### src/hdl/actr_pkg.sv
// Constants and types shared by the accumulator-to-control-register decode logic
package actr_pkg;

  // ---------------------------------------------------------------------------
  // Widths
  // ---------------------------------------------------------------------------
  localparam int OP_W      = 10;
  localparam int NIB_W     = 4;
  localparam int RELOAD_W  = 8;
  localparam int NUM_TGT   = 6;
  localparam int SYNC_LEN  = 2;

  // ---------------------------------------------------------------------------
  // Opcodes of the group
  // ---------------------------------------------------------------------------
  localparam logic [OP_W-1:0] OPC_PULLUP_ONE = 10'h22E;
  localparam logic [OP_W-1:0] OPC_PULLUP_TWO = 10'h22F;
  localparam logic [OP_W-1:0] OPC_RELOAD     = 10'h23F;
  localparam logic [OP_W-1:0] OPC_IRQ_ONE    = 10'h03F;
  // Encodings below are not fixed by the core spec; defaults only
  localparam logic [OP_W-1:0] OPC_IRQ_TWO    = 10'h03E;
  localparam logic [OP_W-1:0] OPC_TIMER_ONE  = 10'h00E;

  // ---------------------------------------------------------------------------
  // Target indices and reset values
  // ---------------------------------------------------------------------------
  typedef enum logic [2:0] {
    TGT_PULLUP_ONE = 3'b000,
    TGT_PULLUP_TWO = 3'b001,
    TGT_RELOAD     = 3'b010,
    TGT_IRQ_ONE    = 3'b011,
    TGT_IRQ_TWO    = 3'b100,
    TGT_TIMER_ONE  = 3'b101,
    TGT_NONE       = 3'b110
  } actr_tgt_t;

  localparam logic [NIB_W-1:0]    NIB_RST    = 4'h0;
  localparam logic [RELOAD_W-1:0] RELOAD_RST = 8'h00;

endpackage

### src/hdl/actr_decode.sv
// Opcode decoder: full 10-bit match to a one-hot target select
`timescale 1ns/1ps
module actr_decode
  import actr_pkg::*;
(
  input  wire logic                  instrValid,
  input  wire logic [actr_pkg::OP_W-1:0]    instrWord,
  output logic      [actr_pkg::NUM_TGT-1:0] tgtSel,
  output actr_pkg::actr_tgt_t               tgtCode
);

  // ---------------------------------------------------------------------------
  // Decode
  // ---------------------------------------------------------------------------
  always_comb begin
    tgtCode = TGT_NONE;
    case (instrWord)
      OPC_PULLUP_ONE: tgtCode = TGT_PULLUP_ONE;
      OPC_PULLUP_TWO: tgtCode = TGT_PULLUP_TWO;
      OPC_RELOAD:     tgtCode = TGT_RELOAD;
      OPC_IRQ_ONE:    tgtCode = TGT_IRQ_ONE;
      OPC_IRQ_TWO:    tgtCode = TGT_IRQ_TWO;
      OPC_TIMER_ONE:  tgtCode = TGT_TIMER_ONE;
      default:        tgtCode = TGT_NONE;
    endcase
  end

  // Exact match only; invalid slots never select
  always_comb begin
    tgtSel = '0;
    if (instrValid && (tgtCode != TGT_NONE)) begin
      tgtSel[tgtCode] = 1'b1; // see RL7
    end
  end

endmodule

### src/hdl/actr_core.sv
// Execute logic for accumulator-to-control-register transfer instructions
//
// Behaviour
// RL1: Opcode 1000101110 loads pull-up control one
// RL2: Opcode 1000101111 loads pull-up control two
// RL3: Opcode 1000111111 loads reload from B, accumulator
// RL4: Opcode 0000111111 loads interrupt control one
// RL5: Own opcode loads interrupt control two
// RL6: Own opcode loads timer control one
// RL7: Exact match, single strobe, same cycle
`timescale 1ns/1ps
module actr_core
  import actr_pkg::*;
(
  input  wire logic                              ref_clk,
  input  wire logic                              rst_b,
  input  wire logic                              instrValid,
  input  wire logic [actr_pkg::OP_W-1:0]         instrWord,
  input  wire logic [actr_pkg::NIB_W-1:0]        accum,
  input  wire logic [actr_pkg::NIB_W-1:0]        regB,
  output logic      [actr_pkg::NUM_TGT-1:0]      wrStrobe,
  output logic                                   opHit,
  output logic                                   skipNext,
  output logic                                   carryWrEn,
  output logic      [actr_pkg::NIB_W-1:0]        pullupCtrlOne,
  output logic      [actr_pkg::NIB_W-1:0]        pullupCtrlTwo,
  output logic      [actr_pkg::RELOAD_W-1:0]     reloadRegOne,
  output logic      [actr_pkg::NIB_W-1:0]        irqCtrlOne,
  output logic      [actr_pkg::NIB_W-1:0]        irqCtrlTwo,
  output logic      [actr_pkg::NIB_W-1:0]        timerCtrlOne
);
  import actr_pkg::*;

  // ---------------------------------------------------------------------------
  // Reset release
  // ---------------------------------------------------------------------------
  logic [SYNC_LEN-1:0] rstSync;
  logic [SYNC_LEN-1:0] next_rstSync;
  logic                rstN;

  always_comb begin
    next_rstSync = {rstSync[SYNC_LEN-2:0], 1'b1};
  end

  always_ff @(posedge ref_clk or negedge rst_b) begin
    if (!rst_b) begin
      rstSync <= '0;
    end else begin
      rstSync <= next_rstSync;
    end
  end

  assign rstN = rstSync[SYNC_LEN-1];

  // ---------------------------------------------------------------------------
  // Decode
  // ---------------------------------------------------------------------------
  logic [NUM_TGT-1:0] tgtSel;
  actr_tgt_t          tgtCode;

  actr_decode u_decode (
    .instrValid (instrValid),
    .instrWord  (instrWord),
    .tgtSel     (tgtSel),
    .tgtCode    (tgtCode)
  );

  // Strobes held off until reset has fully left the core
  assign wrStrobe = rstN ? tgtSel : '0; // see RL7
  assign opHit    = |wrStrobe;

  // Whole group neither skips nor touches carry
  assign skipNext  = 1'b0; // see RL1
  assign carryWrEn = 1'b0; // see RL6

  // ---------------------------------------------------------------------------
  // Target storage
  // ---------------------------------------------------------------------------
  // Every target is eight bits wide so one loop serves all; nibble targets
  // keep their upper half at zero and expose only the low nibble.
  logic [RELOAD_W-1:0] store [NUM_TGT];

  genvar gi;
  generate
    for (gi = 0; gi < NUM_TGT; gi++) begin : g_tgt
      // Reload keeps its own reset constant; nibble targets clear to zero
      localparam logic [RELOAD_W-1:0] RST_VAL =
        (gi == int'(TGT_RELOAD)) ? RELOAD_RST : {NIB_RST, NIB_RST};
      logic [RELOAD_W-1:0] next_store;
      logic [RELOAD_W-1:0] loadVal;

      always_comb begin
        if (gi == int'(TGT_RELOAD)) begin
          loadVal = {regB, accum}; // see RL3
        end else begin
          loadVal = {NIB_RST, accum}; // see RL1
        end
        next_store = wrStrobe[gi] ? loadVal : store[gi]; // see RL7
      end

      always_ff @(posedge ref_clk or negedge rstN) begin
        if (!rstN) begin
          store[gi] <= RST_VAL;
        end else begin
          store[gi] <= next_store;
        end
      end
    end
  endgenerate

  // ---------------------------------------------------------------------------
  // Register outputs
  // ---------------------------------------------------------------------------
  assign pullupCtrlOne = store[TGT_PULLUP_ONE][NIB_W-1:0]; // see RL1
  assign pullupCtrlTwo = store[TGT_PULLUP_TWO][NIB_W-1:0]; // see RL2
  assign reloadRegOne  = store[TGT_RELOAD];                // see RL3
  assign irqCtrlOne    = store[TGT_IRQ_ONE][NIB_W-1:0];    // see RL4
  assign irqCtrlTwo    = store[TGT_IRQ_TWO][NIB_W-1:0];    // see RL5
  assign timerCtrlOne  = store[TGT_TIMER_ONE][NIB_W-1:0];  // see RL6

  // ---------------------------------------------------------------------------
  // Assertions
  // ---------------------------------------------------------------------------
  // Checks start one edge after rstN rises: at the release edge itself the
  // sampled strobes still show reset, which would trip the load checks
  logic chkArmed;
  always_ff @(posedge ref_clk or negedge rstN) begin
    if (!rstN) begin
      chkArmed <= 1'b0;
    end else begin
      chkArmed <= 1'b1;
    end
  end

  logic [NUM_TGT-1:0] pastHit;
  always_ff @(posedge ref_clk or negedge rstN) begin
    if (!rstN) begin
      pastHit <= '0;
    end else begin
      pastHit <= wrStrobe;
    end
  end
endmodule

### config.mk
export PLATFORM = sky130hd
export DESIGN_NAME = actr_core
export DESIGN_NICKNAME = d
export VERILOG_FILES = /design/src/hdl/actr_pkg.sv /design/src/hdl/actr_decode.sv /design/src/hdl/actr_core.sv
export SDC_FILE = /design/constraint.sdc
export NUM_CORES = 1
export LEC_CHECK = 0
export BUFFER_PORTS_ARGS = -buffer_cell sky130_fd_sc_hd__buf_4
export CAP_MARGIN = 10
export CORE_AREA = 2 2 55 57
export DETAILED_ROUTE_END_ITERATION = 8
export DIE_AREA = 0 0 57 59
export PLACE_DENSITY = 0.8
export SKIP_LAST_GASP = 1
export SYNTH_ARGS = -nofsm -noshare
export SYNTH_HDL_FRONTEND = slang
export SYNTH_SLANG_ARGS = --single-unit
export TNS_END_PERCENT = 50
### constraint.sdc
create_clock -name ref_clk -period 7 [get_ports ref_clk]
set_clock_uncertainty 0.1 [all_clocks]
set_input_delay 0.7 -clock ref_clk [delete_from_list [all_inputs] [get_ports ref_clk]]
set_output_delay 0.7 -clock ref_clk [all_outputs]
set_load 0.02 [all_outputs]
Yosys cells after proc, flatten, opt, wreduce, memory -nomap -nowiden
Index checks and enable logic that the tools add are counted.
Widths: inputs -> output; s select.
{"block": "op_classes", "addsub": 0, "n_mul": 0, "div": 0, "n_lt_le_gt_ge": 2, "n_eq_ne": 7, "n_shift": 0, "n_mux": 5, "bitwise": 0, "reduce_logical": 3}
{"op": "$eq 10x10->1 const B", "count": 3}
{"op": "$eq 10x6->1 const B", "count": 2}
{"op": "$pmux 3 s6", "count": 1}
{"op": "$mux 6", "count": 2}
{"op": "$eq 10x4->1 const B", "count": 1}
{"op": "$reduce_or 6->1", "count": 1}
{"op": "$lt 3x4->1 const B", "count": 1}
{"op": "$demux 1 s3", "count": 1}
{"op": "$ge 3x1->1 const B", "count": 1}
{"op": "$ne 3x3->1 const B", "count": 1}
{"op": "$logic_and 1x1->1", "count": 2}
{"op": "$mux 1", "count": 1}
{"block": "word_totals", "register_bits": 30, "latch_bits": 0, "ramBits": 0, "romBits": 0, "input_bits": 21, "out_inout_bits": 37, "elab_cells": 24, "n_memories": 0}

Depth between registers and ports, before layout
{"block": "depth", "depth_word": 9, "mapped_depth": 6, "depth_no_buf": 4}

Modules after synthesis
Synthesis repeated with hierarchy kept, for this count alone.
{"block": "hier_totals", "hier_cells": 107, "hier_area_um2": 1363.8}
{"module": "actr_core", "n_inst": 1, "cells_per_inst": 77, "area_each_um2": 1167.4, "seq_area_each_um2": 750.7}
{"module": "actr_decode", "n_inst": 1, "cells_per_inst": 30, "area_each_um2": 196.4, "seq_area_each_um2": 0.0}

Worst setup path after synthesis
Ideal clock, no wire load.
{"block": "synth_timing", "path_type": "flip-flop to output port", "from": "reg rstSync[1]", "to": "out wrStrobe[2] (netlist bit)", "t_arrival_ps": 2051, "t_required_ps": 6200, "setup_slack_ps": 4149, "path_stages_with_launch": 5, "path_buffers": 0, "path_cell_list": "dfrtp_1 nand4_1 nor4_4 nand4_2 inv_1"}
{"block": "synth_between", "elab_chain_cells": 1}
{"element": "from (decl)", "line_no": "actr_core.sv:37", "text": "logic [SYNC_LEN-1:0] rstSync;"}
{"element": "from (signal assigned)", "line_no": "actr_core.sv:49", "text": "rstSync <= next_rstSync;"}
{"element": "$mux 6", "line_no": "actr_core.sv:69", "text": "assign wrStrobe = rstN ? tgtSel : '0;"}
{"element": "to (decl)", "line_no": "actr_core.sv:21", "text": "output logic [actr_pkg::NUM_TGT-1:0] wrStrobe,"}
No other way between the ends.

Final worst setup path
{"block": "layout_timing", "from": "reg rstSync[1]", "to": "out wrStrobe[1] (netlist bit)"}
The elaborated chain is that of the path after synthesis.

==> run summary <==
register area share after synthesis: 57.80%
Post-Syn Instances: 90
CTS root buf: clkbuf_4
FF-to-FF Start: rstSync[1]$_DFF_PN0_
largest net degree at the start of global routing: 30
status: complete, no violations
Period minus WS final: 3101 ps
DRT antenna net count: 0
Resized cells post-CTS: 0
critical-path cell list: buf_4, nand4_1, nor4_4, nand4_1, inv_1, buf_4
setup ws final: 3899 ps
# clock sinks: 30
hold-fix buffers at CTS: 0
total of max-cap violations: 0
#FFs+latches synth: 30
# DRC: 0
Pre-antenna DRT Iters: 4
GRT Overall Usage: 19.12%
Netlist cell types: 21
clock-pin slew on the worst setup and hold paths: 90 ps
Avg Inst Size Synth: 14.43 sq um
drt via density: 5.231
cell taking the most area after synthesis: dfrtp_1
setup tns final: 0 ps
Max VDD drop: 164.5 uV
Die ar.: 3363 sq um
core area: 2710 sq um
synth top area cells: dfrtp_1 58%, mux2_2 24%, nor4_4 3.3%
DRT iter0 DRCs: 14
placed wire-length estimate: 2115 microns
layout cells sized above 1: 63.58%
Setup Viol. Count Final: 0
DR vias: 952
RSZ-0062 raised after global routing: no
CP endpoint kind: output pin
CTS buffer count: 5
Critical-path top delay cell: nor4_4
number of synthesis warnings: 0
row cnt: 19
Critical Path Max Stage Delay: 450 ps
power per cell area: 186.5 nW/um^2
effective utilization at floorplan: 47.92%
Data required, critical path: 6200 ps
CP arrival: 2300 ps
worst slack at placement: 4242 ps
Worst setup SP type: register
Slew Limit Fails: 0
wirelength, routed: 2848 microns
gp weighted congestion: 0.7572
H-tree depth: 2
worst min path class: in2async
final net count: 171
FMAX: 322.5 MHz
global-route wire length before repair: 4657 microns
Tcrit/Tclk final: 44.30%
Clock Latency Late Sink: 330 ps
# Post-CTS Setup Buffers: 0
Antenna diodes: 0
Synth top area share: 57.80%
leading cell type in the layout, fill and taps excluded: buf_4
worst-path fanout max: 29
gr ovfl total: 0
WL/cell: 15.65 microns
initial antenna violation count: 0
Post-Syn Area: 1299 sq um
TritonCTS clock tree: built
Synth-to-Final Area Change: 39.21%
Critical path origin: rstSync[1]$_DFF_PN0_
Chip Height: 59 microns
commonest non-fill, non-tap cells in the layout: 56 x buf_4, 30 x dfrtp_1, 28 x mux2_2
critical setup path kind: reg2out
Max Buffers Root-to-Sink: 2
vias in the first global route: 926
# port buffers: 55
P_leak: 1.042 nW
I/O pin count: 58
die width: 57 microns
Fin. Hold Viols: 0
-- state kept, by name (all words and copies together), names as in the netlist --
name,count
irqCtrlOne,4
rstSync,2
timerCtrlOne,4
pullupCtrlOne,4
irqCtrlTwo,4
reloadRegOne,8
pullupCtrlTwo,4
-- cells in the mapped netlist --
master,count
a21o_1,1
a21o_2,1
a21oi_1,2
and2_1,1
and4_1,1
buf_2,1
buf_4,2
buf_6,1
conb_1,2
dfrtp_1,30
inv_1,5
mux2_2,28
nand2b_1,1
nand4_1,5
nand4_2,1
nor2_1,1
nor2b_1,2
nor4_4,2
or2b_1,1
xnor2_1,1
xor2_1,1
-- report_power, final --
| part | leakage, nW | internal, mW | switching (mW) |
|---|---|---|---|
| sequential | 0.414 | 0.175 | 0.000816 |
| combinational | 0.583 | 0.0127 | 0.0155 |
| clock | 0.0450 | 0.0739 | 0.0593 |
-- metrics by stage --
step                instance area, sq um  cells  power (mW)  hold slack [ps]  utilization (%)
finish                              1808    182      0.3371            29.34            66.71
CTS                                 1808    182      0.3416            14.83            66.71
global placement                    1730    174      0.2065            145.7            63.85
global route                        1808    182      0.3499            8.248            66.71
floorplan                           1303     91      0.1915            231.2                -
detailed placement                  1730    174      0.2074            156.4            63.85
-- cells by family after synthesis --
| family | count (synthesis) | synth area share [%] |
|---|---|---|
| mux | 28 | 24.28 |
| other cells | 2 | 0.5783 |
| flops | 30 | 57.80 |
| buf+inv | 9 | 3.853 |
| xor+xnor | 2 | 1.349 |
| simple gates | 15 | 10.12 |
| compound gates | 4 | 2.023 |
-- worst paths after layout --
path                                          endpoint  slack (ps)  cells after the start
hold / removal                    rstSync[1]$_DFF_PN0_          30                      1
max in group asynchronous  reloadRegOne[6]$_DFFE_PN0P_        6380                      1
setup reg to reg             irqCtrlTwo[3]$_DFFE_PN0P_        4710                      5
hold reg to reg            reloadRegOne[7]$_DFFE_PN0P_         150                      1
setup / recovery                           wrStrobe[1]        3900                      6
min in group ref_clk              rstSync[1]$_DFF_PN0_         270                      0
-- cell type report --
class	instances	area, sq um
Sequential cell	30	750.7
Clock inverter	3	40.04
Inverter	5	18.77
Timing Repair Buffer	56	420.4
Clock buffer	5	37.54
Fill cell	219	902.1
Multi-Input combinational cell	52	501.7
Tap cell	31	38.79
-- metal layers --
| layer | track usage (%) | vias to the layer above | routed length, microns |
|---|---|---|---|
| met1 | 23.70 | 458 | 1181 |
| met2 | 28.41 | 58 | 1264 |
| met4 | 7.973 | 0 | 48 |
| met5 | 0 | - | 0 |
| li1 | - | 432 | - |
| met3 | 9.825 | 4 | 353 |
-- worst max-delay path: cells and delay by family (launching register included) --
kind | cells | cell delay [ps]
buffers and inverters | 3 | 610
DFF | 1 | 330
and+or+nand+nor | 3 | 1020
Power figures use the tool's default switching activity.
